===== src/hw/ctv_pkg.sv =====
package ctv_pkg;
  // register word indices on the bus (byte address = 4 * index)
  localparam logic [2:0] IDX_YEAR = 3'h0;
  localparam logic [2:0] IDX_MONTH_DAY_VALUE = 3'h1;
  localparam logic [2:0] IDX_WKHR = 3'h2;
  localparam logic [2:0] IDX_MINUTE_SECOND_VALUE = 3'h3;
  localparam logic [2:0] IDX_CTRL = 3'h4;
  localparam logic [2:0] IDX_STATUS = 3'h5;
  // control fields
  localparam int CTRL_UNLOCK_BIT = 0;
  localparam int CTRL_RUN_BIT = 1;
  localparam logic [1:0] CTRL_RESET = 2'h2;
  // timing
  localparam int CLK_HZ = 250000000;
  localparam int TICK_PERIOD_S = 1;
  localparam int TICK_CYCLES = CLK_HZ * TICK_PERIOD_S;
  // field masks of implemented bits
  localparam logic [15:0] MASK_YEAR = 16'h00FF;
  localparam logic [15:0] MASK_MONTH_DAY_VALUE = 16'h1F3F;
  localparam logic [15:0] MASK_WKHR = 16'h073F;
  localparam logic [15:0] MASK_MINUTE_SECOND_VALUE = 16'h7F7F;
  // reset values: 2000-01-01, weekday 0, 00:00:00
  localparam logic [7:0] RST_YEAR = 8'h00;
  localparam logic [4:0] RST_MONTH = 5'h01;
  localparam logic [5:0] RST_DAY = 6'h01;

  typedef struct packed {
    logic [3:0] year_tens_digit;
    logic [3:0] year_units_digit;
    logic month_tens_digit;
    logic [3:0] month_units_digit;
    logic [1:0] date_tens_digit;
    logic [3:0] date_units_digit;
    logic [2:0] weekday_number;
    logic [1:0] hour_tens_digit;
    logic [3:0] hour_units_digit;
    logic [2:0] minute_tens_digit;
    logic [3:0] minute_units_digit;
    logic [2:0] second_tens_digit;
    logic [3:0] second_units_digit;
  } ctv_time_t;
endpackage


===== src/hw/ctv_calendar_time_value_regs.sv =====
// Overview of operation
// [RULE1] The year register keeps the year tens BCD digit 0..9 in bits 7 to 4.
// [RULE2] The year register keeps the year units BCD digit 0..9 in bits 3 to 0.
// [RULE3] Every unimplemented bit of the four time registers reads as zero, incl. year 15..8.
// [RULE4] Writes to year, month/day and weekday/hour land only while the unlock bit is 1.
// [RULE5] The month/day register keeps the month tens digit 0 or 1 at bit 12.
// [RULE6] The month/day register keeps the month units BCD digit 0..9 in bits 11 to 8.
// [RULE7] The month/day register keeps the date tens BCD digit 0..3 in bits 5 to 4.
// [RULE8] The month/day register keeps the date units BCD digit 0..9 in bits 3 to 0.
// [RULE9] The weekday/hour register keeps the weekday 0..6 in bits 10 to 8.
// [RULE10] The weekday/hour register keeps the hour tens BCD digit 0..2 in bits 5 to 4.
// [RULE11] The weekday/hour register keeps the hour units BCD digit 0..9 in bits 3 to 0.
// [RULE12] The minute/second register keeps the minute tens BCD digit 0..5 in bits 14 to 12.
// [RULE13] The minute/second register keeps the minute units BCD digit 0..9 in bits 11 to 8.
// [RULE14] The minute/second register keeps the second tens BCD digit 0..5 in bits 6 to 4.
// [RULE15] The minute/second register keeps the second units BCD digit 0..9 in bits 3 to 0.
// [RULE16] The time advances once per second with decimal carries between fields.
//
// The address map and register access over Avalon-MM were chosen for this implementation.
`timescale 1ns/1ns
`default_nettype none
module ctv_calendar_time_value_regs #(
  parameter int TICK_CYCLES = ctv_pkg::TICK_CYCLES
) (
  // clock and reset
  input wire logic CLK,
  input wire logic RST,
  // avalon-mm slave
  input wire logic [4:0] AVS_ADDRESS,
  input wire logic AVS_READ,
  input wire logic AVS_WRITE,
  input wire logic [31:0] AVS_WRITEDATA,
  input wire logic [3:0] AVS_BYTEENABLE,
  output logic [31:0] AVS_READDATA,
  output logic AVS_WAITREQUEST,
  output logic [1:0] AVS_RESPONSE,
  // second tick, one cycle per second
  output logic SECOND_TICK
);
  initial
  begin
    if (TICK_CYCLES < 2)
      $error("TICK_CYCLES must be at least 2");
  end

  ctv_pkg::ctv_time_t tm;
  logic clock_write_unlock;
  logic run;
  logic [31:0] tick_cnt;
  logic done;
  logic [2:0] idx;
  logic mapped;
  logic [15:0] wdat;
  logic [15:0] rdat;
  logic wr_go;

  // bcd digit increment with wrap at a limit
  function automatic logic [3:0] bcd_inc(input logic [3:0] d, input logic [3:0] lim);
    bcd_inc = (d >= lim) ? 4'h0 : d + 4'h1;
  endfunction

  // last day of the month as two bcd digits; leap year when year mod 4 is 0
  function automatic logic [5:0] last_day(input ctv_pkg::ctv_time_t t);
    logic [6:0] yr;
    logic leap;
    yr = 7'(t.year_tens_digit * 10) + 7'(t.year_units_digit);
    leap = (yr[1:0] == 2'h0);
    last_day = 6'h31;
    unique case ({t.month_tens_digit, t.month_units_digit})
      5'h02: last_day = leap ? 6'h29 : 6'h28;
      5'h04, 5'h06, 5'h09, 5'h11: last_day = 6'h30;
      default: last_day = 6'h31;
    endcase
  endfunction

  // one wait state: waitrequest high on the first request cycle, low on the reply cycle after it
  assign idx = AVS_ADDRESS[4:2];
  assign mapped = (AVS_ADDRESS[1:0] == 2'h0) && (idx <= ctv_pkg::IDX_STATUS);
  assign AVS_WAITREQUEST = (AVS_READ || AVS_WRITE) && !done;
  assign wr_go = AVS_WRITE && done && mapped;

  always_ff @(posedge CLK)
  begin
    if (RST)
      done <= 1'b0;
    else
      done <= (AVS_READ || AVS_WRITE) && !done;
  end

  // byte enables merge the written halfword over the stored one
  always_comb
  begin
    wdat = rdat;
    if (AVS_BYTEENABLE[0])
      wdat[7:0] = AVS_WRITEDATA[7:0];
    if (AVS_BYTEENABLE[1])
      wdat[15:8] = AVS_WRITEDATA[15:8];
  end

  // [RULE3] zero unused bits
  always_comb
  begin
    rdat = 16'h0000;
    unique case (idx)
      ctv_pkg::IDX_YEAR: rdat = {8'h00, tm.year_tens_digit, tm.year_units_digit};
      ctv_pkg::IDX_MONTH_DAY_VALUE: rdat = {3'h0, tm.month_tens_digit, tm.month_units_digit,
                                  2'h0, tm.date_tens_digit, tm.date_units_digit};
      ctv_pkg::IDX_WKHR: rdat = {5'h00, tm.weekday_number, 2'h0, tm.hour_tens_digit,
                                 tm.hour_units_digit};
      ctv_pkg::IDX_MINUTE_SECOND_VALUE: rdat = {1'b0, tm.minute_tens_digit, tm.minute_units_digit,
                                   1'b0, tm.second_tens_digit, tm.second_units_digit};
      ctv_pkg::IDX_CTRL: rdat = {14'h0000, run, clock_write_unlock};
      ctv_pkg::IDX_STATUS: rdat = {15'h0000, tm.second_units_digit[0]};
      default: rdat = 16'h0000;
    endcase
  end

  always_ff @(posedge CLK)
  begin
    if (RST)
    begin
      AVS_READDATA <= 32'h0000_0000;
      AVS_RESPONSE <= 2'h0;
    end
    else if ((AVS_READ || AVS_WRITE) && !done)
    begin
      AVS_READDATA <= {16'h0000, rdat};
      AVS_RESPONSE <= mapped ? 2'h0 : 2'h3;
    end
  end

  always_ff @(posedge CLK)
  begin
    if (RST)
    begin
      clock_write_unlock <= ctv_pkg::CTRL_RESET[ctv_pkg::CTRL_UNLOCK_BIT];
      run <= ctv_pkg::CTRL_RESET[ctv_pkg::CTRL_RUN_BIT];
    end
    else if (wr_go && idx == ctv_pkg::IDX_CTRL)
    begin
      clock_write_unlock <= wdat[ctv_pkg::CTRL_UNLOCK_BIT];
      run <= wdat[ctv_pkg::CTRL_RUN_BIT];
    end
  end

  // second prescaler; restarts when the seconds are written
  always_ff @(posedge CLK)
  begin
    if (RST || !run || (wr_go && idx == ctv_pkg::IDX_MINUTE_SECOND_VALUE))
      tick_cnt <= 32'h0000_0000;
    else if (tick_cnt == 32'(TICK_CYCLES - 1))
      tick_cnt <= 32'h0000_0000;
    else
      tick_cnt <= tick_cnt + 32'h0000_0001;
  end
  assign SECOND_TICK = run && (tick_cnt == 32'(TICK_CYCLES - 1));

  // a software write wins over the tick in the same cycle; illegal digits written
  // by software are kept as given and recover on the next wrap
  always_ff @(posedge CLK)
  begin
    logic sc, mc, hc, dc, moc;
    sc = 1'b0;
    mc = 1'b0;
    hc = 1'b0;
    dc = 1'b0;
    moc = 1'b0;
    if (RST)
    begin
      {tm.year_tens_digit, tm.year_units_digit} <= ctv_pkg::RST_YEAR;
      {tm.month_tens_digit, tm.month_units_digit} <= ctv_pkg::RST_MONTH;
      {tm.date_tens_digit, tm.date_units_digit} <= ctv_pkg::RST_DAY;
      tm.weekday_number <= 3'h0;
      {tm.hour_tens_digit, tm.hour_units_digit} <= 6'h00;
      {tm.minute_tens_digit, tm.minute_units_digit} <= 7'h00;
      {tm.second_tens_digit, tm.second_units_digit} <= 7'h00;
    end
    else if (wr_go && idx == ctv_pkg::IDX_MINUTE_SECOND_VALUE)
    begin
      // [RULE12] minute tens field
      tm.minute_tens_digit <= wdat[14:12];
      // [RULE13] minute units field
      tm.minute_units_digit <= wdat[11:8];
      // [RULE14] second tens field
      tm.second_tens_digit <= wdat[6:4];
      // [RULE15] second units field
      tm.second_units_digit <= wdat[3:0];
    end
    else if (wr_go && clock_write_unlock && idx == ctv_pkg::IDX_YEAR)
    begin
      // [RULE4] unlock gates write
      // [RULE1] year tens field
      tm.year_tens_digit <= wdat[7:4];
      // [RULE2] year units field
      tm.year_units_digit <= wdat[3:0];
    end
    else if (wr_go && clock_write_unlock && idx == ctv_pkg::IDX_MONTH_DAY_VALUE)
    begin
      // [RULE4] unlock gates write
      // [RULE5] month tens bit
      tm.month_tens_digit <= wdat[12];
      // [RULE6] month units field
      tm.month_units_digit <= wdat[11:8];
      // [RULE7] date tens field
      tm.date_tens_digit <= wdat[5:4];
      // [RULE8] date units field
      tm.date_units_digit <= wdat[3:0];
    end
    else if (wr_go && clock_write_unlock && idx == ctv_pkg::IDX_WKHR)
    begin
      // [RULE4] unlock gates write
      // [RULE9] weekday field
      tm.weekday_number <= wdat[10:8];
      // [RULE10] hour tens field
      tm.hour_tens_digit <= wdat[5:4];
      // [RULE11] hour units field
      tm.hour_units_digit <= wdat[3:0];
    end
    else if (SECOND_TICK)
    begin
      // [RULE16] decimal carry chain
      tm.second_units_digit <= bcd_inc(tm.second_units_digit, 4'h9);
      if (tm.second_units_digit >= 4'h9)
      begin
        tm.second_tens_digit <= 3'(bcd_inc({1'b0, tm.second_tens_digit}, 4'h5));
        sc = (tm.second_tens_digit >= 3'h5);
      end
      if (sc)
        tm.minute_units_digit <= bcd_inc(tm.minute_units_digit, 4'h9);
      if (sc && tm.minute_units_digit >= 4'h9)
      begin
        tm.minute_tens_digit <= 3'(bcd_inc({1'b0, tm.minute_tens_digit}, 4'h5));
        mc = (tm.minute_tens_digit >= 3'h5);
      end
      if (mc)
      begin
        hc = ({tm.hour_tens_digit, tm.hour_units_digit} >= 6'h23);
        if (hc)
          {tm.hour_tens_digit, tm.hour_units_digit} <= 6'h00;
        else if (tm.hour_units_digit >= 4'h9)
          {tm.hour_tens_digit, tm.hour_units_digit} <= {tm.hour_tens_digit + 2'h1, 4'h0};
        else
          tm.hour_units_digit <= tm.hour_units_digit + 4'h1;
      end
      if (hc)
      begin
        tm.weekday_number <= (tm.weekday_number >= 3'h6) ? 3'h0 : tm.weekday_number + 3'h1;
        dc = ({tm.date_tens_digit, tm.date_units_digit} >= last_day(tm));
        if (dc)
          {tm.date_tens_digit, tm.date_units_digit} <= 6'h01;
        else if (tm.date_units_digit >= 4'h9)
          {tm.date_tens_digit, tm.date_units_digit} <= {tm.date_tens_digit + 2'h1, 4'h0};
        else
          tm.date_units_digit <= tm.date_units_digit + 4'h1;
      end
      if (dc)
      begin
        moc = ({tm.month_tens_digit, tm.month_units_digit} >= 5'h12);
        if (moc)
          {tm.month_tens_digit, tm.month_units_digit} <= 5'h01;
        else if (tm.month_units_digit >= 4'h9)
          {tm.month_tens_digit, tm.month_units_digit} <= 5'h10;
        else
          tm.month_units_digit <= tm.month_units_digit + 4'h1;
      end
      if (moc)
      begin
        tm.year_units_digit <= bcd_inc(tm.year_units_digit, 4'h9);
        if (tm.year_units_digit >= 4'h9)
          tm.year_tens_digit <= bcd_inc(tm.year_tens_digit, 4'h9);
      end
    end
  end
endmodule
`default_nettype wire


===== config.mk =====
export PLATFORM = sky130hd
export DESIGN_NAME = ctv_calendar_time_value_regs
export DESIGN_NICKNAME = d
export VERILOG_FILES = /design/src/hw/ctv_pkg.sv /design/src/hw/ctv_calendar_time_value_regs.sv
export SDC_FILE = /design/constraint.sdc
export NUM_CORES = 1
export LEC_CHECK = 0
export ABC_AREA = 1
export BUFFER_PORTS_ARGS = -buffer_cell sky130_fd_sc_hd__buf_2
export CAP_MARGIN = 15
export CORE_MARGIN = 1
export CORE_UTILIZATION = 44
export CTS_BUF_LIST = sky130_fd_sc_hd__clkbuf_8
export CTS_CLUSTER_DIAMETER = 200
export DETAILED_ROUTE_END_ITERATION = 8
export GPL_ROUTABILITY_DRIVEN = 0
export GPL_TIMING_DRIVEN = 0
export PLACE_DENSITY_LB_ADDON = 0.15
export SYNTH_ARGS = -nofsm -noshare
export SYNTH_HDL_FRONTEND = slang
export SYNTH_SLANG_ARGS = --single-unit

===== constraint.sdc =====
create_clock -name CLK -period 3.12 [get_ports CLK]
set_input_delay 0.312 -clock CLK [delete_from_list [all_inputs] [get_ports CLK]]
set_output_delay 0.312 -clock CLK [all_outputs]
set_load 0.005 [all_outputs]

-- Word level (Yosys, flattened, before mapping)
Cells that the tools add are included.
- flip-flop bits (word level): 95
- input port bits: 45
- output and inout bits: 36
- logic and storage cells: 203
- $add $sub $neg: 14
- multiply operators: 1
- $lt $le $gt $ge: 16
- eq/ne operators: 17
- mux-type cells: 82
- bitwise gates (word level): 3
- reduce and logical (&&, ||, !) cells: 51
- operator list (cell ; count):
    $pmux 15 s6 ; 1
    $mux 6 ; 10
    $mux 14 ; 4
    $mux 42 ; 1
    $reduce_and 5->1 ; 8
    $mux 1 ; 37
    $mux 4 ; 9
    $add 32x1->32 const B ; 1
    $eq 32x28->1 const B ; 1
    $mux 8 ; 4
    $add 4x1->4 const B ; 7
    $ge 4x4->1 const B ; 7
    $reduce_bool 2->1 ; 13
    $reduce_and 6->1 ; 4
    $mux 19 ; 1
    $mux 9 ; 2
    $ge 3x3->1 const B ; 5
    $mux 3 ; 5
    $logic_and 1x1->1 ; 12
    $ne 2x2->1 const B ; 6
    $mux 11 ; 1
    $eq 5x3->1 const B ; 2
    $mux 5 ; 2
    $pmux 5 s2 ; 1
    25 further kinds ; 40

-- Depth between registers and ports, before layout
Gate-level depths: netlist of run 1.
- depth in word-level cells: 53
- depth in mapped cells: 18
- depth with buffers taken out: 18

-- Least setup slack after synthesis of run 1
No wires, ideal clock.
- path type: reg-to-reg
- start: register tm[29] (netlist bit)
- end: register tm[40] (netlist bit)
- setup time: 0.113 ns
- arrival time: 2.271 ns
- required time: 3.007 ns
- path slack: 0.736 ns
- stages on the path, launching flop included: 19
- path buffers: 0
- period minus slack after synthesis: 2.384 ns
- cells stage by stage: dfxtp_1 inv_1 ha_1 inv_1 nor3_1 nand2_1 nand4_1 inv_1 ha_1 nand2_1 nand3b_1 nand3_1 nand2_1 nor2_1 o21ai_1 nor2_2 nand2_1 nand2_1 nor2_1
- cells in the longest elaborated chain, start to end: 27
- elaborated cells on any way between the ends: 32
- classes of those cells: order compare (2); eq/ne (5); mux (22); reduce/logical (3)
- RTL lines (item ; line ; RTL):
    start: declaration ; ctv_calendar_time_value_regs.sv:46 ; ctv_pkg::ctv_time_t tm;
    $eq 5x3->1, or another cell as far along ; ctv_calendar_time_value_regs.sv:69 ; unique case ({t.month_tens_digit, t.month_units_digit})
    $reduce_or 4->1 ; ctv_calendar_time_value_regs.sv:69 ;
    $pmux 5 s2 ; ctv_calendar_time_value_regs.sv:69 ;
    $mux 6 ; ctv_calendar_time_value_regs.sv:245 ; if (hc)
    $mux 6 ; ctv_calendar_time_value_regs.sv:219 ; else if (SECOND_TICK)
    $mux 6 ; ctv_calendar_time_value_regs.sv:209 ; else if (wr_go && clock_write_unlock && idx == ctv_pkg::IDX_WKHR)
    $mux 6 ; ctv_calendar_time_value_regs.sv:197 ; else if (wr_go && clock_write_unlock && idx == ctv_pkg::IDX_MONTH_DAY_VALUE)
    $mux 6 ; ctv_calendar_time_value_regs.sv:189 ; else if (wr_go && clock_write_unlock && idx == ctv_pkg::IDX_YEAR)
    [11 not listed] ; n/a ;
    $mux 1 (*) ; ctv_calendar_time_value_regs.sv:219 ;
    $mux 1 (*) ; ctv_calendar_time_value_regs.sv:209 ;
    $mux 1 (*) ; ctv_calendar_time_value_regs.sv:197 ;
    $mux 1 (*) ; ctv_calendar_time_value_regs.sv:189 ;
    $mux 1 (*) ; ctv_calendar_time_value_regs.sv:178 ; else if (wr_go && idx == ctv_pkg::IDX_MINUTE_SECOND_VALUE)
    $mux 1 (*) ; ctv_calendar_time_value_regs.sv:168 ; if (RST)
    $reduce_bool 2->1 (no source line) (*) ; n/a ;
    $reduce_and 6->1 (no source line) (*) ; n/a ;
Mark *: on every way between the ends. The rest lies on a longest branch, timed or not. The select of a mux whose other input is x is not followed.
A chain may end at the register's enable or synchronous reset.

-- Final worst setup path of run 1
- start: register tm[29] (netlist bit)
- end: register tm[41] (netlist bit)
The elaborated chain is that of the path after synthesis.

==> summary.txt, run 1 <==
Synthesis
  – Top post-synthesis cells by area: dfxtp_1 29%, nand2_1 11%, nor2_1 7.1%
  – Most frequent cells after synthesis: 194 x nand2_1, 123 x nor2_1, 116 x inv_1
  – Register bit count reported by yosys: a little over 90
  – Top flip-flop cell by instance count after synthesis: dfxtp_1
  – Mapped Area: 0.00647 sq mm
  – Synth Instances: ~970
  – Share of the synthesized area in the top cell type: around 29%
  – Post-synthesis share of cell area spent on full adders, half adders and majority gates: between 6 and 7%
  – Share of synthesized area spent on multiplexers: 0.155%
  – Compound-cell area share of the yosys netlist: 15.4%
  – Number of flops mapped to enable cells by yosys: 0
  – Largest family of logic cells by synthesized area: simple AND/OR/NAND/NOR gates
  – Proportion of synthesized flip-flops having asynchronous set or reset: 0%
  – Post-Synthesis Mean Instance Area: 6.70 sq um
  – XOR/XNOR share of the synthesized area: under 10%
  – Share of synthesized cell area in and, or, nand and nor gates: 34.6%
  – Distinct cell type count of the synthesized netlist: between 50 and 60
  – Share of the yosys chip area belonging to registers: between 20% and 30%
  – Library cell with the largest summed area after synthesis: dfxtp_1
  – Count leader, synth: nand2_1
  – Yosys synthesis warning count: 0

Clock network
  – Clock net sink count: 93
  – Number of levels in the clock H-tree: 3
  – Root buf cell: clkbuf_8
  – Clock Pin Slew Worst Setup and Hold Paths: roughly 0.10 ns
  – Clock latency reported for the late side of the worst-skew pair: roughly 0.4 ns
  – Maximum buffer depth of the clock tree: 2
  – CTS tree: done
  – Number of buffers inserted during clock tree synthesis: 9

Timing
  – Layout Skew: between 0.01 and 0.015 ns
  – Final worst-path setup slack: 0.213 ns
  – Final hold violation count: 0
  – Max frequency: 0.344 GHz
  – Setup repair after global routing missed its margin: false
  – Min Clock Period, post-route: between 2 and 3 ns
  – Remaining max-slew budget at the tightest pin: ~57%
  – Setup violations, final: 0
  – Final max-slew violation count: 0
  – Share of the cycle needed by the critical path after routing: 93.2%
  – Aggregate negative setup slack: 0 ns
  – Slew at the pin closest to its max-slew limit: approximately 0.65 ns

Floorplanning
  – Horizontal extent of the die: about 120 microns
  – Y dimension of the die: roughly 120 microns
  – Effective utilization at floorplan: a little under half
  – Die outline area: ~0.015 sq mm
  – Top-level port count: 81
  – Std-Cell Core Area: 0.0141 sq mm
  – Number of placement rows: 43

Worst setup path
  – Critical path, cell by cell: inv_1, ha_1, inv_1, nor3_2, nand2_1, nand4_1, inv_1, ha_1, nand2_1, nand3b_1, nand3_1, nand2_1, nor2_1, o21ai_1, nor2_1, nand2_1, nand2_1, nor2_1
  – Slowest stage cell, crit path: o21ai_1
  – CP Launch Point: tm[29]
  – Critical Path Start Type: flip-flop
  – Worst EP arrival: roughly 3.2 ns
  – Critical Path Most Common Cell: nand2_1
  – Capturing point of the worst reg2reg path: tm[41]
  – Crit path buffers/inverters: 3
  – Register-to-register setup slack: roughly 0.21 ns
  – Startpoint-to-endpoint class of the critical path: reg2reg
  – Type of element capturing the critical path: flip-flop
  – CP delay by family, top: simple AND/OR/NAND/NOR gates
  – Worst flop-to-flop path startpoint: tm[29]
  – Critical path peak fanout: 7
  – Worst R2R Path Depth: 18
  – Data required time at the worst endpoint: around 3.5 ns
  – Delay contributed by the slowest stage of the critical path: ~0.44 ns

Worst hold path
  – Hold-critical path endpoint: AVS_RESPONSE[0]
  – Class of the most critical hold timing path: in2reg
  – Worst Min Path Start: AVS_ADDRESS[3]
  – Cells on Worst Hold Path: 3

Routing
  – Number of antenna-violating nets in the routed design: 0
  – Drt total wl: 17.4 mm
  – Length of the first detailed-routing pass in iterations: 5
  – Vias per Instance: roughly 5.2
  – Routed length per placed instance: approximately 14 microns
  – Post-route DRC: 0
  – Number of vias after detailed routing: between 6000 and 7000
  – Starting DRC count in detailed routing: slightly below 500

Power and ir drop
  – Share of power burned in combinational logic: 9.0%
  – Switching component of the power: about 0.58 mW
  – Power density of the placed cells: 312 mW/mm^2
  – Clock share of power: a little over a third
  – Int Power: between 1.5 and 2 mW
  – Fraction of power spent switching nets: about a quarter
  – Static Leakage: approximately 3.1 nW
  – Overall Power: 2.23 mW
  – Sequential fraction of design power: between 50% and 60%
  – IR drop worst, VDD: approximately 0.00014 V

Final layout
  – Layout Area Growth over Synthesis: 10.6%
  – Multi-input gate area in the final layout: about 0.0039 sq mm
  – Count of filler cells inserted in the layout: 1471
  – ANT cells: 0
  – Seq. cell area: 0.00186 sq mm
  – Design area: about 0.007 sq mm
  – Layout cell share with drive strength beyond 1: roughly 16%
  – Final nets: roughly 1100

GRT
  – Largest net degree at the start of global routing: 14
  – Remaining global-route overflow: 0
  – GRT Util Overall: around a quarter
  – Antenna violations before repair: 0
  – Number of global-route vias before repair: between 5000 and 6000
  – Wire length of the first global-routing pass: between 20 and 30 mm

Run
  – # Max-Cap Violations: 0

Placed design
  – Number of buffer cells added on primary ports: 42
  – HPWL after detailed placement: 13.6 mm
  – Placement Cell Area: between 0.006 and 0.007 sq mm
  – Pre-CTS worst setup slack: 0.127 ns

Outcome
  – Result of the run: finished clean
[final cells by class]
cell class / count / share of cell area [%]
multi-input cells: 719 / 54.7
flip-flops and latches: 93 / 26.0
inverters: 128 / 6.72
plain buffers: 41 / 3.90
well taps: 180 / 3.15
repair buffers: 42 / 2.94
clock buffers: 10 / 1.92
clock inverters: 4 / 0.595
[state kept, by name, summed over array words and instances (netlist names)]
name                cells
tm                     42
tick_cnt               32
AVS_READDATA           15
AVS_RESPONSE            1
clock_write_unlock      1
done                    1
run                     1
[logic make-up after synthesis]
| logic type | count (synthesis) |
|---|---|
| simple gates | 473 |
| compound gates | 174 |
| buf+inv | 169 |
| flops | 93 |
| fa+ha+maj | 34 |
| xor+xnor | 20 |
| other cells | 1 |
| mux | 1 |
[power by group through the flow]
stage	registers (mW)	logic (mW)	clock network [mW]
global placement	1.24	0.201	0
finish	1.22	0.202	0.816
detailed placement	1.24	0.200	0
global route	1.22	0.225	0.886
CTS	1.22	0.201	0.838
floorplan	1.24	0.121	0
[per-layer routing]
metal	GRT usage (%)	wire, microns	vias to the layer above
met3	2.58	764	15
met4	8.21	264	0
met2	35.8	7470	147
met1	35.9	8890	2882
li1	-	-	3259
met5	0	0	-
[worst min-delay path: stages]
cell and delay [ns]:
buf_6 0.12, nand2_4 0.06, a31oi_1 0.06
[worst max path at each step]
stage / depth (start not counted) / to / slack, ns
5_1_grt: 18 / tm[40] / 0.02
4_1_cts: 17 / tm[35] / 0.10
2_1_floorplan: 18 / tm[40] / 0.74
3_5_place_dp: 17 / tm[35] / 0.13
6_report: 18 / tm[41] / 0.21
3_3_place_gp: 16 / tm[34] / 0.16
[layout by cell type (no fill, tap or decap), types with 9 or more instances in the layout]
master and count:
nand2_1 194, nor2_1 122, inv_1 118, dfxtp_1 93, a21oi_1 57, nand3_1 54, o21ai_0 53, buf_2 49
ha_1 34, o22ai_1 25, nor3_1 21, buf_4 19, conb_1 17, or2_2 13, xor2_1 13, nand4_1 12
inv_2 12, clkbuf_8 10, nand3_2 9, o21a_1 9
[through the flow]
step | hold slack, ns | std cells | util (%)
final | 0.201 | 1217 | 50.7
after global routing | 0.223 | 1217 | 50.7
after CTS | 0.194 | 1217 | 50.7
after detailed placement | 0.454 | 1203 | 49.4
after global placement | 0.431 | 1203 | 49.4
after floorplan | 0.418 | 981 | -
[what timing repair did]
item	CTS	global route
hold buffers	0	0
setup buffers	0	0
endpoints found under the setup margin	0	7
gates resized for setup	0	2
Note: power is estimated with default switching activity, not from simulation.
==> run 2: changes to the inputs <==
==> constraint.sdc (replaced) <==
create_clock -name CLK -period 2.6 [get_ports CLK]
set_input_delay 0.26 -clock CLK [delete_from_list [all_inputs] [get_ports CLK]]
set_output_delay 0.26 -clock CLK [all_outputs]
set_load 0.005 [all_outputs]
==> run 2 against run 1 <==
Worst hold slack worse by 0.051 ns; global-route usage hardly changed; routed wire length is 1.0% higher; critical endpoint is now tm[36]; highest routed layer unchanged.
==> summary.txt, run 2 (same netlist as run 1, synthesis figures left out) <==
Power and ir drop
  – Switching component of the power: 0.697 mW (+21%)
  – Int Power: 1.99 mW (+20%)
  – Power density of the placed cells: 367 mW/mm^2 (+17%)
  – IR drop worst, VDD: 0.000168 V (+22%)
  – Static Leakage: 3.19 nW (+1.9%)
  – Sequential fraction of design power: 54.3% (about the same)
  – Fraction of power spent switching nets: 26.0% (+0.15 points)
  – Share of power burned in combinational logic: 9.1% (about the same)
  – Clock share of power: 36.6% (about the same)

Floorplanning
  – Die outline area: 0.0152 sq mm (unchanged)
  – Number of placement rows: 43 (unchanged)
  – Horizontal extent of the die: 123 microns (unchanged)
  – Top-level port count: 81 (unchanged)
  – Y dimension of the die: 123 microns (unchanged)
  – Effective utilization at floorplan: 45.9% (unchanged)
  – Std-Cell Core Area: 0.0141 sq mm (unchanged)

Worst setup path
  – Slowest stage cell, crit path: dfxtp_4
  – Critical path, cell by cell: inv_4, ha_4, inv_2, nor3_4, nand2_1, nand4_1, inv_1, ha_1, nand2_1, nand3b_1, nand3_2, nand2_2, nor2_4, nor2_2, nor2_2, nand2_4, o21ai_2, nor2_1
  – CP delay by family, top: simple AND/OR/NAND/NOR gates
  – Worst EP arrival: 2.81 ns (-0.43 ns)
  – Critical Path Start Type: flip-flop
  – Data required time at the worst endpoint: 2.89 ns (-0.56 ns)
  – Startpoint-to-endpoint class of the critical path: reg2reg
  – Delay contributed by the slowest stage of the critical path: 0.38 ns (-0.06 ns)
  – Type of element capturing the critical path: flip-flop
  – Crit path buffers/inverters: 3 (unchanged)
  – Critical path peak fanout: 5 (-2)

GRT
  – GRT Util Overall: 24.1% (about the same)
  – Largest net degree at the start of global routing: 14 (unchanged)
  – Remaining global-route overflow: 0 (unchanged)
  – Wire length of the first global-routing pass: 28.1 mm (about the same)
  – Number of global-route vias before repair: 5470 (+0.055%)
  – Antenna violations before repair: 0 (unchanged)

Run
  – # Max-Cap Violations: 0 (unchanged)

Final layout
  – Final nets: 1119 (+0.54%)
  – Commonest non-fill, non-tap cell in the layout: nand2_1
  – Finished Layout Cells: 1223 (+0.49%)
  – Flip-flop count of the largest register after layout: 42 (unchanged)
  – Layout Area Growth over Synthesis: 13.2%
  – ANT cells: 0 (unchanged)
  – Most flops, register: tm
  – Layout cell share with drive strength beyond 1: 18.3% (+2.8 points)
  – Commonest cells after routing, fill and taps aside: 191 x nand2_1, 117 x nor2_1, 115 x inv_1
  – Design area: 0.00732 sq mm (+2.3%)
  – Utilization after layout: 51.9% (+1.2 points)
  – Regs by FF count: tm (42), tick_cnt (32), AVS_READDATA (15)

Timing
  – Min Clock Period, post-route: 2.52 ns (-0.391 ns)
  – Final max-slew violation count: 0 (unchanged)
  – Max frequency: 0.397 GHz (+16%)
  – Layout Skew: 0.0110 ns (-0.00171 ns)
  – Setup violations, final: 0 (unchanged)
  – Remaining max-slew budget at the tightest pin: 49.2% (-7.3 points)
  – Slew at the pin closest to its max-slew limit: 0.762 ns (+0.110 ns)
  – Share of the cycle needed by the critical path after routing: 96.8% (+3.6 points)
  – Worst hold slack after final layout: 0.150 ns (-0.0511 ns)
  – Final hold violation count: 0 (unchanged)
  – Setup repair after global routing missed its margin: true

Placed design
  – Placed instance count: 1203 (unchanged)
  – HPWL after detailed placement: 13.6 mm (unchanged)
  – Placement Cell Area: 0.00697 sq mm (unchanged)
  – Number of buffer cells added on primary ports: 42 (unchanged)

Clock network
  – Number of buffers inserted during clock tree synthesis: 9 (unchanged)
  – Root buf cell: clkbuf_8
  – Clock latency reported for the late side of the worst-skew pair: 0.39 ns (about the same)
  – Clock Pin Slew Worst Setup and Hold Paths: 0.10 ns (about the same)
  – Clock net sink count: 93 (unchanged)
  – CTS tree: done
  – Maximum buffer depth of the clock tree: 2 (unchanged)
  – Number of levels in the clock H-tree: 3 (unchanged)
  – # hold bufs at CTS: 0 (unchanged)

Routing
  – Routed length per placed instance: 14.4 microns (+0.55%)
  – Number of antenna-violating nets in the routed design: 0 (unchanged)
  – Length of the first detailed-routing pass in iterations: 5 (unchanged)
  – Post-route DRC: 0 (unchanged)
  – Number of vias after detailed routing: 6354 (+0.81%)
  – Vias per Instance: 5.20 (+0.31%)
  – Starting DRC count in detailed routing: 445 (-8.4%)
  – Drt total wl: 17.6 mm (+1.0%)

Outcome
  – Result of the run: finished clean

Worst hold path
  – Class of the most critical hold timing path: in2reg
-- run 2: changes by cell type in the layout (fill, tap and decap cells not counted), moves of 3 or more --
cell,before,now
dfxtp_1,93,89
o21ai_0,53,48
buf_4,19,25
nand2_1,194,191
o21ai_2,3,7
inv_1,118,115
nor2_4,8,12
nor2_1,122,117
-- run 2: what timing repair did --
item	4_1_cts	5_1_grt
endpoints found under the setup margin	19	19
pin swaps	2	12
resized for setup	12	32
setup buffers	1	6
-- run 2: per-stage QoR --
| step | power, mW | setup TNS, ns | setup slack (ns) |
|---|---|---|---|
| floorplan | 1.64 | 0 | 0.216 |
| global placement | 1.73 | -3.76 | -0.358 |
| detailed placement | 1.73 | -4.49 | -0.393 |
| CTS | 2.71 | -0.0131 | -0.00678 |
| global route | 2.79 | -0.191 | -0.0397 |
| finish | 2.68 | 0 | 0.0837 |
-- run 2: worst register-to-register path, delay by kind of cell, from the launching register on --
kind,cells,cell delay [ns]
flip-flops,1,0.38
buffers and inverters,3,0.18
adder cells (fa/ha/maj),2,0.40
AO/OA/AOI/OAI,1,0.15
AND/OR/NAND/NOR,12,1.32
-- run 2: layout make-up --
type                    instances  area (sq um)
inverters                     128           483
multi-input cells             719          4020
flip-flops and latches         93          1870
clock inverters                 4          42.5
clock buffers                  10           138
plain buffers                  40           274
fillers                      1454          6780
repair buffers                 49           267
well taps                     180           225
-- run 2: power by group through the flow --
stage               clock (mW)  combinational, mW  sequential (mW)
floorplan                    0              0.145             1.49
global placement             0              0.241             1.49
detailed placement           0              0.240             1.49
CTS                       1.01              0.241             1.46
global route              1.06              0.272             1.46
finish                   0.983              0.244             1.46
-- run 2: per-layer routing --
layer	vias to the layer above	wire (microns)	track usage, %
met5	-	0	0
met4	0	285	8.21
met3	17	835	2.58
met2	167	7490	35.8
met1	2899	8960	35.9
li1	3271	-	-
-- run 2: path summary, 6_finish.rpt --
kind | from | end | slack [ns] | cells past startpoint
worst max-delay path | tm[29] | tm[36] | 0.08 | 18
worst min-delay path | AVS_ADDRESS[3] | AVS_RESPONSE[0] | 0.15 | 3
worst max register to register | tm[29] | tm[36] | 0.08 | 18
worst min register to register | tick_cnt[0] | tick_cnt[0] | 0.47 | 1
==> run 3: changes to the inputs <==
--- a/config.mk
+++ b/config.mk
@@ -8,13 +8,14 @@
 export ABC_AREA = 1
 export BUFFER_PORTS_ARGS = -buffer_cell sky130_fd_sc_hd__buf_2
 export CAP_MARGIN = 15
+export CELL_PAD_IN_SITES_DETAIL_PLACEMENT = 0
+export CELL_PAD_IN_SITES_GLOBAL_PLACEMENT = 1
 export CORE_MARGIN = 1
-export CORE_UTILIZATION = 44
+export CORE_UTILIZATION = 39
 export CTS_BUF_LIST = sky130_fd_sc_hd__clkbuf_8
 export CTS_CLUSTER_DIAMETER = 200
 export DETAILED_ROUTE_END_ITERATION = 8
 export GPL_ROUTABILITY_DRIVEN = 0
-export GPL_TIMING_DRIVEN = 0
 export PLACE_DENSITY_LB_ADDON = 0.15
 export SYNTH_ARGS = -nofsm -noshare
 export SYNTH_HDL_FRONTEND = slang
==> run 3 against run 2 <==
Global-route usage decreased by 1.6 points; critical path type unchanged; die area increased by 13%; sequential cell count unchanged; largest power group unchanged; sequential share of layout area about the same.
==> summary.txt, run 3 (same netlist as run 1, synthesis figures left out) <==
Timing
  – Final hold violation count: 0 (unchanged)
  – Share of the cycle needed by the critical path after routing: 93.0% (-3.8 points)
  – Setup violations, final: 0 (unchanged)
  – Final max-slew violation count: 0 (unchanged)
  – Layout Skew: 0.00893 ns (-0.00208 ns)
  – Min Clock Period, post-route: 2.42 ns (-0.0989 ns)
  – Max frequency: 0.414 GHz (+4.1%)
  – Aggregate negative setup slack: 0 ns (unchanged)
  – Final worst-path setup slack: 0.183 ns (+0.0989 ns)

Outcome
  – Result of the run: finished clean

Placed design
  – Placed instance count: 1231 (+2.3%)
  – Number of buffer cells added on primary ports: 44 (+4.8%)
  – Pre-CTS worst setup slack: -0.0207 ns (+0.373 ns)
  – Placement Cell Area: 0.00698 sq mm (+0.16%)
  – HPWL after detailed placement: 14.0 mm (+3.1%)

Final layout
  – Most flops, register: tm
  – Seq. cell area: 0.00186 sq mm (-0.47%)
  – Commonest cells after routing, fill and taps aside: 191 x nand2_1, 120 x nor2_1, 113 x inv_1
  – Layout cell share with drive strength beyond 1: 17.8% (-0.52 points)
  – Layout Area Growth over Synthesis: 12.8%
  – Commonest non-fill, non-tap cell in the layout: nand2_1
  – Finished Layout Cells: 1250 (+2.2%)
  – Final nets: 1108 (-0.98%)
  – Regs by FF count: tm (42), tick_cnt (32), AVS_READDATA (15)
  – Multi-input gate area in the final layout: 0.00398 sq mm (-1.1%)
  – Count of filler cells inserted in the layout: 1777 (+22%)
  – Design area: 0.00730 sq mm (-0.29%)
  – Flip-flop count of the largest register after layout: 42 (unchanged)
  – ANT cells: 0 (unchanged)

Power and ir drop
  – Power density of the placed cells: 389 mW/mm^2 (+6.2%)
  – Static Leakage: 3.15 nW (-1.0%)
  – IR drop worst, VDD: 0.000265 V (+57%)

Floorplanning
  – Number of placement rows: 46 (+7.0%)
  – Y dimension of the die: 131 microns (+6.1%)
  – Die outline area: 0.0171 sq mm (+13%)
  – Std-Cell Core Area: 0.0161 sq mm (+14%)
  – Effective utilization at floorplan: 40.3% (-5.6 points)
  – Top-level port count: 81 (unchanged)
  – Horizontal extent of the die: 131 microns (+6.1%)

GRT
  – Antenna violations before repair: 0 (unchanged)
  – Number of global-route vias before repair: 5585 (+2.1%)
  – Largest net degree at the start of global routing: 41 (+27)
  – GRT Util Overall: 22.5% (-1.6 points)
  – Wire length of the first global-routing pass: 29.5 mm (+5.1%)
  – Remaining global-route overflow: 0 (unchanged)

Routing
  – Post-route DRC: 0 (unchanged)
  – Number of antenna-violating nets in the routed design: 0 (unchanged)
  – Length of the first detailed-routing pass in iterations: 6 (+1)
  – Number of vias after detailed routing: 6205 (-2.3%)
  – Routed length per placed instance: 14.5 microns (+1.1%)
  – Vias per Instance: 4.96 (-4.5%)
  – Starting DRC count in detailed routing: 398 (-11%)
  – Drt total wl: 18.2 mm (+3.3%)

Worst setup path
  – Data required time at the worst endpoint: 2.88 ns (about the same)
  – Critical path peak fanout: 4 (-1)
  – Register-to-register setup slack: 0.18 ns (+0.10 ns)
  – Worst EP arrival: 2.70 ns (-0.11 ns)
  – Type of element capturing the critical path: flip-flop
  – Startpoint-to-endpoint class of the critical path: reg2reg
  – Critical Path Start Type: flip-flop

Worst hold path
  – Class of the most critical hold timing path: in2reg

Clock network
  – Number of levels in the clock H-tree: 3 (unchanged)
  – Clock net sink count: 93 (unchanged)
  – Clock Pin Slew Worst Setup and Hold Paths: 0.10 ns (about the same)
  – Clock latency reported for the late side of the worst-skew pair: 0.38 ns (about the same)
  – Number of buffers inserted during clock tree synthesis: 9 (unchanged)
  – Maximum buffer depth of the clock tree: 2 (unchanged)
  – CTS tree: done
  – Root buf cell: clkbuf_8

Run
  – # Max-Cap Violations: 0 (unchanged)
==> run 3: cell count changes in the layout (fill, tap and decap cells not counted), moves of 2 or more <==
cell / before / now
buf_2: 48 / 44
nor2_1: 117 / 120
clkbuf_1: 8 / 0
buf_4: 25 / 34
dfxtp_1: 89 / 92
nor2_4: 12 / 10
inv_1: 115 / 113
dfxtp_4: 2 / 0
o21ai_2: 7 / 5
buf_6: 7 / 0
==> run 3: layout make-up <==
cell class / instances / share of cell area (%)
clock inverters: 5 / 1.11
multi-input cells: 719 / 54.5
well taps: 216 / 3.70
repair buffers: 78 / 6.51
flip-flops and latches: 93 / 25.5
clock buffers: 11 / 2.07
inverters: 128 / 6.58
==> run 3: path summary, 6_finish.rpt <==
kind	end	cells past startpoint	from
max	tm[35]	19	tm[29]
min	AVS_RESPONSE[0]	3	AVS_ADDRESS[0]
max reg2reg	tm[35]	19	tm[29]
min reg2reg	tick_cnt[0]	1	tick_cnt[0]
==> run 3: layer usage <==
layer	GRT usage [%]	routed length [microns]	part of all wire, %
met2	33.4	7570	42
met4	6.96	265	1.5
met1	33.6	9650	53
met3	2.73	668	3.7
met5	0	0	0
==> run 3: repair_timing <==
item                                    CTS  global route
pin swaps                                 0             6
resized for setup                         2            22
hold buffers                              0             0
endpoints found under the setup margin    7            19
setup buffers                             0             3
==> run 3: power by group <==
group	leakage [nW]	internal [mW]	switching, mW	total, mW
clock network	0.116	0.597	0.567	1.16
registers	0.752	1.45	0.0119	1.46
logic	2.28	0.0742	0.145	0.219
==> run 3: critical path, stage by stage, from the launching register on <==
cell,delay [ns]
dfxtp_2,0.33
inv_2,0.07
ha_4,0.14
inv_2,0.04
nor3_2,0.13
buf_4,0.14
nand2_2,0.05
nand4_1,0.07
inv_1,0.05
ha_1,0.26
nand2_1,0.05
nand3b_1,0.18
nand3_2,0.12
nand2_2,0.07
nor2_4,0.15
nor2_2,0.04
nor2_1,0.13
nand2_2,0.11
o21ai_1,0.14
nor2_1,0.05
==> run 3: per-stage QoR <==
stage | hold slack [ns] | utilization [%] | total power [mW]
floorplan | 0.415 | - | 1.64
global placement | 0.432 | 43.4 | 1.71
detailed placement | 0.444 | 43.4 | 1.71
CTS | 0.165 | 44.9 | 2.88
global route | 0.183 | 45.5 | 2.97
finish | 0.178 | 45.5 | 2.84
